[src/logic/bfp_map.svh]
// Address map, field positions and timing constants of the bridge protection block
`ifndef BFP_MAP_SVH
`define BFP_MAP_SVH
`define BFP_CTRL_OFS     4'h0
`define BFP_STAT_OFS     4'h4
`define BFP_LATCH_BIT    0
`define BFP_RESP_OKAY    2'b00
`define BFP_RESP_DECERR  2'b11
`define BFP_CLK_NS       4
`define BFP_RECHARGE_NS  50
`define BFP_RECHARGE_CYC ((`BFP_RECHARGE_NS + `BFP_CLK_NS - 1) / `BFP_CLK_NS)
`define BFP_PERIOD_CYC   256
`define BFP_CTRL_RST     32'h0000_0000
`endif

[src/logic/bfp_pkg.sv]
// Types shared by the bridge protection block
package bfp_pkg;
  typedef enum logic [1:0] {
    BFP_RUN     = 2'b00,
    BFP_LO_HOLD = 2'b01,
    BFP_HI_HOLD = 2'b11,
    BFP_SHUT    = 2'b10
  } bfp_state_t;

  typedef struct packed {
    logic [3:0] hs;
    logic [3:0] ls;
  } bfp_gate_t;

  typedef struct packed {
    logic       fault;
    logic       uvp;
    logic       warn;
    logic       therm;
    logic [3:0] hold;
    logic [3:0] shut;
  } bfp_status_t;
endpackage : bfp_pkg

[src/logic/bfp_core.sv]
// Fault protection and status signalling for four half-bridges
//
// Local design decisions: the register addresses and the AXI4-Lite interface to the registers.
`timescale 1ns/1ps
`include "bfp_map.svh"

module bfp_core #(
  parameter int unsigned PERIOD_CYC = `BFP_PERIOD_CYC
) (
  // Clock and reset
  input  wire  logic        mclk,
  input  wire  logic        nrst,
  // AXI4-Lite slave
  input  wire  logic [3:0]  s_axi_awaddr,
  input  wire  logic        s_axi_awvalid,
  output logic              s_axi_awready,
  input  wire  logic [31:0] s_axi_wdata,
  input  wire  logic [3:0]  s_axi_wstrb,
  input  wire  logic        s_axi_wvalid,
  output logic              s_axi_wready,
  output logic [1:0]        s_axi_bresp,
  output logic              s_axi_bvalid,
  input  wire  logic        s_axi_bready,
  input  wire  logic [3:0]  s_axi_araddr,
  input  wire  logic        s_axi_arvalid,
  output logic              s_axi_arready,
  output logic [31:0]       s_axi_rdata,
  output logic [1:0]        s_axi_rresp,
  output logic              s_axi_rvalid,
  input  wire  logic        s_axi_rready,
  // Controller inputs
  input  wire  logic [3:0]  pwm_in,
  input  wire  logic        pair_one_reset_n,
  input  wire  logic        pair_two_reset_n,
  // Sensing
  input  wire  logic [3:0]  oc_high_side,
  input  wire  logic [3:0]  oc_low_side,
  input  wire  logic [3:0]  oc_uncontained,
  input  wire  logic [3:0]  boot_low,
  input  wire  logic        gate_supply_low,
  input  wire  logic        temp_warn,
  input  wire  logic        temp_shut,
  // Power stage
  output bfp_pkg::bfp_gate_t gate,
  output logic [3:0]        pulldown_en,
  // Open-drain status pins
  input  wire  logic        shutdown_fault_n_i,
  output logic              shutdown_fault_n_o,
  output logic              shutdown_fault_n_oe,
  input  wire  logic        heat_warning_n_i,
  output logic              heat_warning_n_o,
  output logic              heat_warning_n_oe
);

  bfp_pkg::bfp_state_t  st_reg [4];
  bfp_pkg::bfp_gate_t   gate_next;
  bfp_pkg::bfp_status_t stat;
  logic [31:0] ctrl_reg;
  logic [3:0]  pwm_reg;
  logic [1:0]  prst_reg;
  logic [1:0]  seen_reg;
  logic        therm_reg;
  logic [7:0]  rch_cnt_reg;
  logic        rch_win;
  logic        latch_mode;
  logic [3:0]  pwm_rise;
  logic [1:0]  pair_rise;
  logic [1:0]  pair_low;
  logic [3:0]  bridge_low;
  logic [3:0]  oc_any;
  logic        fault_cause;
  logic        aw_full_reg;
  logic        w_full_reg;
  logic [3:0]  aw_addr_reg;
  logic [31:0] w_data_reg;
  logic [3:0]  w_strb_reg;

  assign latch_mode = ctrl_reg[`BFP_LATCH_BIT];
  assign pwm_rise   = pwm_in & ~pwm_reg;
  assign pair_low   = {~pair_two_reset_n, ~pair_one_reset_n};
  assign pair_rise  = ~pair_low & prst_reg;
  assign bridge_low = {{2{pair_low[1]}}, {2{pair_low[0]}}};
  assign oc_any     = oc_high_side | oc_low_side;
  assign fault_cause = therm_reg || gate_supply_low || (|stat.shut);

  // Input history for edge detection
  always_ff @(posedge mclk) begin
    if (!nrst) begin
      pwm_reg  <= 4'h0;
      prst_reg <= 2'h0;
    end else begin
      pwm_reg  <= pwm_in;
      prst_reg <= pair_low;
    end
  end

  // Per-bridge protection state, each bridge on its own
  always_ff @(posedge mclk) begin
    for (int i = 0; i < 4; i++) begin
      if (!nrst) begin
        st_reg[i] <= bfp_pkg::BFP_RUN;
      end else begin
        case (st_reg[i])
          bfp_pkg::BFP_RUN: begin
            if (oc_uncontained[i] || (latch_mode && oc_any[i])) begin
              st_reg[i] <= bfp_pkg::BFP_SHUT;
            end else if (oc_low_side[i]) begin
              st_reg[i] <= bfp_pkg::BFP_LO_HOLD;
            end else if (oc_high_side[i]) begin
              st_reg[i] <= bfp_pkg::BFP_HI_HOLD;
            end
          end
          bfp_pkg::BFP_LO_HOLD, bfp_pkg::BFP_HI_HOLD: begin
            if (oc_uncontained[i]) begin
              st_reg[i] <= bfp_pkg::BFP_SHUT;
            end else if (pwm_rise[i]) begin
              st_reg[i] <= bfp_pkg::BFP_RUN;
            end
          end
          bfp_pkg::BFP_SHUT: begin
            if (pair_rise[i/2] && !oc_uncontained[i] && !(latch_mode && oc_any[i])) begin
              st_reg[i] <= bfp_pkg::BFP_RUN;
            end
          end
          default: st_reg[i] <= bfp_pkg::BFP_RUN;
        endcase
      end
    end
  end

  // Thermal latch; a new trip wins over a clear
  always_ff @(posedge mclk) begin
    if (!nrst) begin
      therm_reg <= 1'b0;
      seen_reg  <= 2'b00;
    end else if (temp_shut) begin
      therm_reg <= 1'b1;
      seen_reg  <= 2'b00;
    end else if (therm_reg) begin
      if (&(seen_reg | pair_rise)) begin
        therm_reg <= 1'b0;
        seen_reg  <= 2'b00;
      end else begin
        seen_reg <= seen_reg | pair_rise;
      end
    end
  end

  // Recharge window divider: high side of a bridge with boot_low off for the recharge time each period
  always_ff @(posedge mclk) begin
    if (!nrst || rch_cnt_reg == 8'(PERIOD_CYC - 1)) begin
      rch_cnt_reg <= 8'h00;
    end else begin
      rch_cnt_reg <= rch_cnt_reg + 8'h01;
    end
  end
  assign rch_win = rch_cnt_reg < 8'(`BFP_RECHARGE_CYC);

  // Gate drive decision
  always_comb begin
    gate_next.hs = pwm_in;
    gate_next.ls = ~pwm_in;
    for (int i = 0; i < 4; i++) begin
      case (st_reg[i])
        bfp_pkg::BFP_LO_HOLD: begin
          gate_next.hs[i] = 1'b0;
          gate_next.ls[i] = 1'b0;
        end
        bfp_pkg::BFP_HI_HOLD: begin
          gate_next.hs[i] = 1'b0;
          gate_next.ls[i] = oc_high_side[i];
        end
        bfp_pkg::BFP_SHUT: begin
          gate_next.hs[i] = 1'b0;
          gate_next.ls[i] = 1'b0;
        end
        default: ;  // Running bridge keeps the plain drive set above
      endcase
      if (boot_low[i] && rch_win) begin
        gate_next.hs[i] = 1'b0;
      end
      if (bridge_low[i] || therm_reg || gate_supply_low) begin
        gate_next.hs[i] = 1'b0;
        gate_next.ls[i] = 1'b0;
      end
    end
  end

  // Registered stage and status outputs
  always_ff @(posedge mclk) begin
    if (!nrst) begin
      gate                <= '0;
      pulldown_en         <= 4'h0;
      shutdown_fault_n_oe <= 1'b0;
      heat_warning_n_oe   <= 1'b0;
    end else begin
      gate                <= gate_next;
      pulldown_en         <= bridge_low;
      shutdown_fault_n_oe <= fault_cause;
      heat_warning_n_oe   <= temp_warn;
    end
  end
  assign shutdown_fault_n_o = 1'b0;
  assign heat_warning_n_o   = 1'b0;

  always_comb begin
    stat.fault = !shutdown_fault_n_i;
    stat.uvp   = gate_supply_low;
    stat.warn  = !heat_warning_n_i;
    stat.therm = therm_reg;
    for (int i = 0; i < 4; i++) begin
      stat.hold[i] = st_reg[i] == bfp_pkg::BFP_LO_HOLD || st_reg[i] == bfp_pkg::BFP_HI_HOLD;
      stat.shut[i] = st_reg[i] == bfp_pkg::BFP_SHUT;
    end
  end

  // AXI4-Lite write path: address and data taken in either order
  assign s_axi_awready = !aw_full_reg && !s_axi_bvalid;
  assign s_axi_wready  = !w_full_reg && !s_axi_bvalid;

  always_ff @(posedge mclk) begin
    if (!nrst) begin
      aw_full_reg  <= 1'b0;
      w_full_reg   <= 1'b0;
      aw_addr_reg  <= 4'h0;
      w_data_reg   <= 32'h0000_0000;
      w_strb_reg   <= 4'h0;
      s_axi_bvalid <= 1'b0;
      s_axi_bresp  <= `BFP_RESP_OKAY;
      ctrl_reg     <= `BFP_CTRL_RST;
    end else begin
      if (s_axi_awvalid && s_axi_awready) begin
        aw_full_reg <= 1'b1;
        aw_addr_reg <= s_axi_awaddr;
      end
      if (s_axi_wvalid && s_axi_wready) begin
        w_full_reg <= 1'b1;
        w_data_reg <= s_axi_wdata;
        w_strb_reg <= s_axi_wstrb;
      end
      if (aw_full_reg && w_full_reg) begin
        aw_full_reg  <= 1'b0;
        w_full_reg   <= 1'b0;
        s_axi_bvalid <= 1'b1;
        if (aw_addr_reg == `BFP_CTRL_OFS) begin
          s_axi_bresp <= `BFP_RESP_OKAY;
          if (w_strb_reg[`BFP_LATCH_BIT / 8]) begin
            ctrl_reg[`BFP_LATCH_BIT] <= w_data_reg[`BFP_LATCH_BIT];
          end
        end else if (aw_addr_reg == `BFP_STAT_OFS) begin
          s_axi_bresp <= `BFP_RESP_OKAY;
        end else begin
          s_axi_bresp <= `BFP_RESP_DECERR;
        end
      end else if (s_axi_bvalid && s_axi_bready) begin
        s_axi_bvalid <= 1'b0;
      end
    end
  end

  // AXI4-Lite read path
  assign s_axi_arready = !s_axi_rvalid;

  always_ff @(posedge mclk) begin
    if (!nrst) begin
      s_axi_rvalid <= 1'b0;
      s_axi_rdata  <= 32'h0000_0000;
      s_axi_rresp  <= `BFP_RESP_OKAY;
    end else if (s_axi_arvalid && s_axi_arready) begin
      s_axi_rvalid <= 1'b1;
      s_axi_rresp  <= `BFP_RESP_OKAY;
      if (s_axi_araddr == `BFP_CTRL_OFS) begin
        s_axi_rdata <= ctrl_reg;
      end else if (s_axi_araddr == `BFP_STAT_OFS) begin
        s_axi_rdata <= {20'h00000, stat};
      end else begin
        s_axi_rdata <= 32'h0000_0000;
        s_axi_rresp <= `BFP_RESP_DECERR;
      end
    end else if (s_axi_rvalid && s_axi_rready) begin
      s_axi_rvalid <= 1'b0;
    end
  end
endmodule : bfp_core

[config.mk]
export PLATFORM = sky130hd
export DESIGN_NAME = bfp_core
export DESIGN_NICKNAME = d
export VERILOG_FILES = /design/src/logic/bfp_pkg.sv /design/src/logic/bfp_core.sv
export VERILOG_INCLUDE_DIRS = /design/src /design/src/logic
export SDC_FILE = /design/constraint.sdc
export NUM_CORES = 1
export LEC_CHECK = 0
export ABC_CLOCK_PERIOD_IN_PS = 1900
export BUFFER_PORTS_ARGS = -buffer_cell sky130_fd_sc_hd__clkbuf_2
export CAP_MARGIN = 40
export CORE_MARGIN = 5
export CORE_UTILIZATION = 46
export CTS_CLUSTER_DIAMETER = 30
export DETAILED_ROUTE_END_ITERATION = 8
export PLACE_DENSITY = 0.79
export SETUP_SLACK_MARGIN = 0.05
export SYNTH_ARGS = -nofsm -noshare
export SYNTH_HDL_FRONTEND = slang
export SYNTH_SLANG_ARGS = --single-unit
[constraint.sdc]
create_clock -name mclk -period 1.9 [get_ports mclk]
set_input_delay 0.38 -clock mclk [delete_from_list [all_inputs] [get_ports mclk]]
set_output_delay 0.38 -clock mclk [all_outputs]
set_load 0.02 [all_outputs]
# --- Yosys cells after proc, flatten, opt, wreduce, memory -nomap -nowiden ---
# Memory sizes are Yosys's and may differ from the RTL's.
# Index checks and enable logic that the tools add are counted.
totals:
  input_bits: 78
  ramBits: 8
  memories: 1
  out_inout_bits: 57
  regBits: 77
op_classes:
  n_eq_ne: 15
  reduce_logical: 81
  n_lt_le_gt_ge: 1
  n_mux: 155
  n_addsub: 1
  n_bitwise: 34
memory_table:
  columns: ["memory", "depth", "width", "read_ports", "rd_clocked_by_memory_dff", "wr", "line_no", "text"]
  rows:
  - ["st_reg", 4, 2, 4, 0, 4, "bfp_core.sv:55", "bfp_pkg::bfp_state_t st_reg [4];"]
ops:
  columns: ["operator", "count"]
  rows:
  - ["1-bit 2-to-1 mux", 120]
  - ["2-bit 2-to-1 mux", 29]
  - ["1-bit logical AND", 24]
  - ["12-bit 2-to-1 mux", 2]
  - ["1-bit OR", 24]
  - ["2-bit OR reduction", 12]
  - ["6-bit OR reduction", 4]
  - ["2-bit equality test (second input constant)", 8]
  - ["1-bit zero test", 15]
  - ["1-bit logical OR", 15]
  - ["8-bit by 1-bit adder with 8-bit output (second input constant)", 1]
  - ["2-bit by 1-bit equality test with 1-bit output (second input constant)", 4]
  - ["4-bit by 3-bit equality test with 1-bit output (second input constant)", 2]
  - ["8-bit equality test (second input constant)", 1]
  - ["2-bit zero test", 4]
  - ["4-bit zero test", 2]
  - ["8-bit by 4-bit less-than comparator with 1-bit output (second input constant)", 1]
  - ["4-bit inverter", 2]
  - ["1-bit case mux with 2 select lines", 4]
  - ["4-bit AND", 1]
  - ["4-bit OR", 1]
  - ["2-bit nonzero test", 2]
  - ["4-bit OR reduction", 1]
  - ["1-bit inverter", 3]
  - ["other kinds (5)", 5]

# --- Logic depth before layout (Yosys ltp) ---
logic_depth:
  word_depth: 13
  depth_mapped: 4
  depth_no_buf: 4

# --- Least setup slack after synthesis ---
# Ideal clock, no wire load.
synth_path:
  kind: "input-to-reg"
  start: "in nrst"
  end: "mem st_reg[2][0] (netlist name), enable pin"
  setup_slack_ps: 351
  setup_time_ps: 367
  n_path_buf: 1
  cell_stages: 3
  t_arrival_ps: 1182
  cell_sequence: "clkbuf_1 > nand3_1 > o311ai_0"
synth_rtl:
  columns: ["element", "line_no", "text"]
  rows:
  - ["start, declared", "bfp_core.sv:12", "input wire logic nrst,"]
  - ["end, declared", "bfp_core.sv:55", null]

==> results.toml <==
[placed_design]
gp_congestion = 0.843
place_area_sq_mm = 0.00315
numPortBuffers = 78
dp_slack_ps = 153
dpl.hpwl_mm = 4.98

[critical_path]
end_kind = "flop"
cp-startpoint = "ctrl_reg[0]"
r2r_end = "st_reg[2][1]"
r2r-start = "ctrl_reg[0]"
crit_fanout = 10
rr_worst_depth = 3
required_ps = 1870
crit_type = "flop to flop"
cp.arrival_ps = 1600
critPathCapture = "st_reg[2][1]"
crit_path_start_kind = "flop"
r2r_slack_ps = 280

[final_layout]
seqCellArea_sq_mm = 0.00128
nets = 471
multiInputGateArea_sq_mm = 0.00129
largest_reg_flops = 12
top_register = "s_axi_rdata"
area_growth_pct = 21.0
nFillCells = 551
antennaDiodeCount = 0
layout-drive-gt1-share_pct = 26.5
stdcell_area_sq_mm = 0.00336

[sta]
slew_viol_final = 0
fin_worst_skew_ps = 14.6
grt_setup_unrepaired = "no"
finalWorstSetupSlack_ps = 278
fin_crit_ps = 1620
finalSetupViolCount = 0
fin_crit_sh_pct = 85.4
clock.fmax_mhz = 616
finalHoldViolations = 0
tightest_slew_ps = 537
setup_tns_ps = 0
maxSlewHeadroom_pct = 63.7

[power]
leakagePower_uw = 0.00144
p_per_area_mw_per_mm2 = 942
ir_worst_vdd_uv = 555

[grt]
first_global_vias = 2255
grt_pass1_wl_mm = 10.4
grt_use_total_pct = 17.6
antenna_found_initial = 0
grt.overflow.total = 0
grt_max_degree = 35

[yosys]
yosys.area.top_type = "dfxtp_1"
yosys.cell_types.count = 49
syn-cell-area_sq_mm = 0.00278
seq_area_frac_synth_pct = 46.1
ys_async_sr_fraction_pct = 0
yosysMostFrequentCell = "dfxtp_1"
avgSynthCellArea_sq_um = 8.91
syn_inst = 312
synth_edf_count = 8
ys.warnings.count = 0
yosysTopAreaCellShare_pct = 37.4
synth_common_cells = "dfxtp_1 (52), nor2_1 (36), buf_4 (26)"
ys_ff_latch = 60
synthTopCellsByArea = "dfxtp_1 (37%), edfxtp_1 (8.6%), buf_4 (7.0%)"
synthFlopType = "dfxtp_1"

[die]
io_pins = 135
die_h_um = 87.8
die_w_um = 87.8
placementRows = 28
die-area_sq_mm = 0.00770
start_util_pct = 47.3
fp.coreArea_sq_mm = 0.00589

[clock_network]
cts_resized = 0
root_buffer = "clkbuf_8"
postCtsSetupBuffers = 0
cts_tree = "built"
cts_buffers = 9
hold_buffers = 0
htreeDepth = 3
cts_buffer_depth = 2
path_clk_slew_ps = 70
clk_latency_ps = 330
cts_sinks = 60

[route]
viasPerCell = 5.20
routed_wl_mm = 6.62
detail-route-antenna-nets = 0
vias = 2448
dr.pass1.iters = 5
drt_iter0_drc = 130
wire_per_inst_um = 14.1
drc = 0

[job]
cap_violations = 0

[hold_path]
hold_class = "input port to flop"

[run_status]
status = "finished clean"
-- logic make-up (layout without fill, tap and decap cells) --
group           after synthesis  count (layout)  share of synthesized area [%]
fa+ha+maj                     2               2                          0.900
other cells                   1              22                          0.135
mux                          10              10                           3.69
xor+xnor                      3               3                          0.945
buf+inv                      51             114                           10.4
simple gates                114             114                           21.2
compound gates               71              71                           16.6
flops                        60              60                           46.1
-- layout by cell type (no fill, tap or decap), types with 5 or more instances in the layout --
cell and instances:
conb_1 22, nor2b_1 7, nor2_1 36, o21ai_0 12, mux2i_1 8, buf_4 5
nand3_1 8, a211oi_1 6, edfxtp_1 8, a31oi_1 7, a21oi_1 23, nand2_1 18
inv_1 14, nand2b_1 7, clkbuf_8 10, nor3_1 11, and2_1 5, dfxtp_1 52
a32oi_1 8, clkbuf_2 78
-- how the worst min path moves through the flow --
stage / startpoint / end / slack, ps / cells after the start
after global placement: s_axi_rdata[11] / s_axi_rdata[11] / 440 / 2
after global routing: boot_low[1] / gate[5] / 210 / 2
final: boot_low[1] / gate[5] / 210 / 2
after detailed placement: w_data_reg[0] / ctrl_reg[0] / 460 / 2
after floorplan: w_data_reg[0] / ctrl_reg[0] / 440 / 2
after CTS: boot_low[1] / gate[5] / 200 / 2
-- metal layers --
| metal | vias to the layer above | track usage [%] | routed length, um |
|---|---|---|---|
| li1 | 1221 | - | - |
| met1 | 1127 | 22.2 | 2840 |
| met2 | 90 | 28.5 | 3110 |
| met3 | 10 | 3.57 | 537 |
| met4 | 0 | 9.34 | 127 |
| met5 | - | 0 | 0 |
-- where the power goes --
group	internal (uW)	switching (uW)
Sequential	1370	94.1
Combinational	177	277
Clock	768	481
-- final cells by class --
| type | count | share of cell area (%) |
|---|---|---|
| Inverter | 15 | 1.67 |
| Clock inverter | 5 | 2.23 |
| Multi-Input combinational cell | 222 | 38.3 |
| Sequential cell | 60 | 38.1 |
| Clock buffer | 11 | 4.20 |
| Timing Repair Buffer | 83 | 12.7 |
| Tap cell | 75 | 2.79 |
-- worst max-delay path, cell delays in order, from the launching register on --
cell and delay (ps):
dfxtp_1 440, o21ai_0 170, nand3_1 130, o311ai_0 530
-- stage by stage --
| step | total power [uW] | instances | util, % | hold slack [ps] |
|---|---|---|---|---|
| floorplan | 1820 | 333 | - | 437 |
| global placement | 1930 | 455 | 53.5 | 442 |
| detailed placement | 1940 | 455 | 53.5 | 455 |
| CTS | 3190 | 471 | 57.2 | 202 |
| global route | 3320 | 471 | 57.2 | 208 |
| finish | 3170 | 471 | 57.2 | 213 |
No activity file was read; power rests on OpenSTA's default activity.
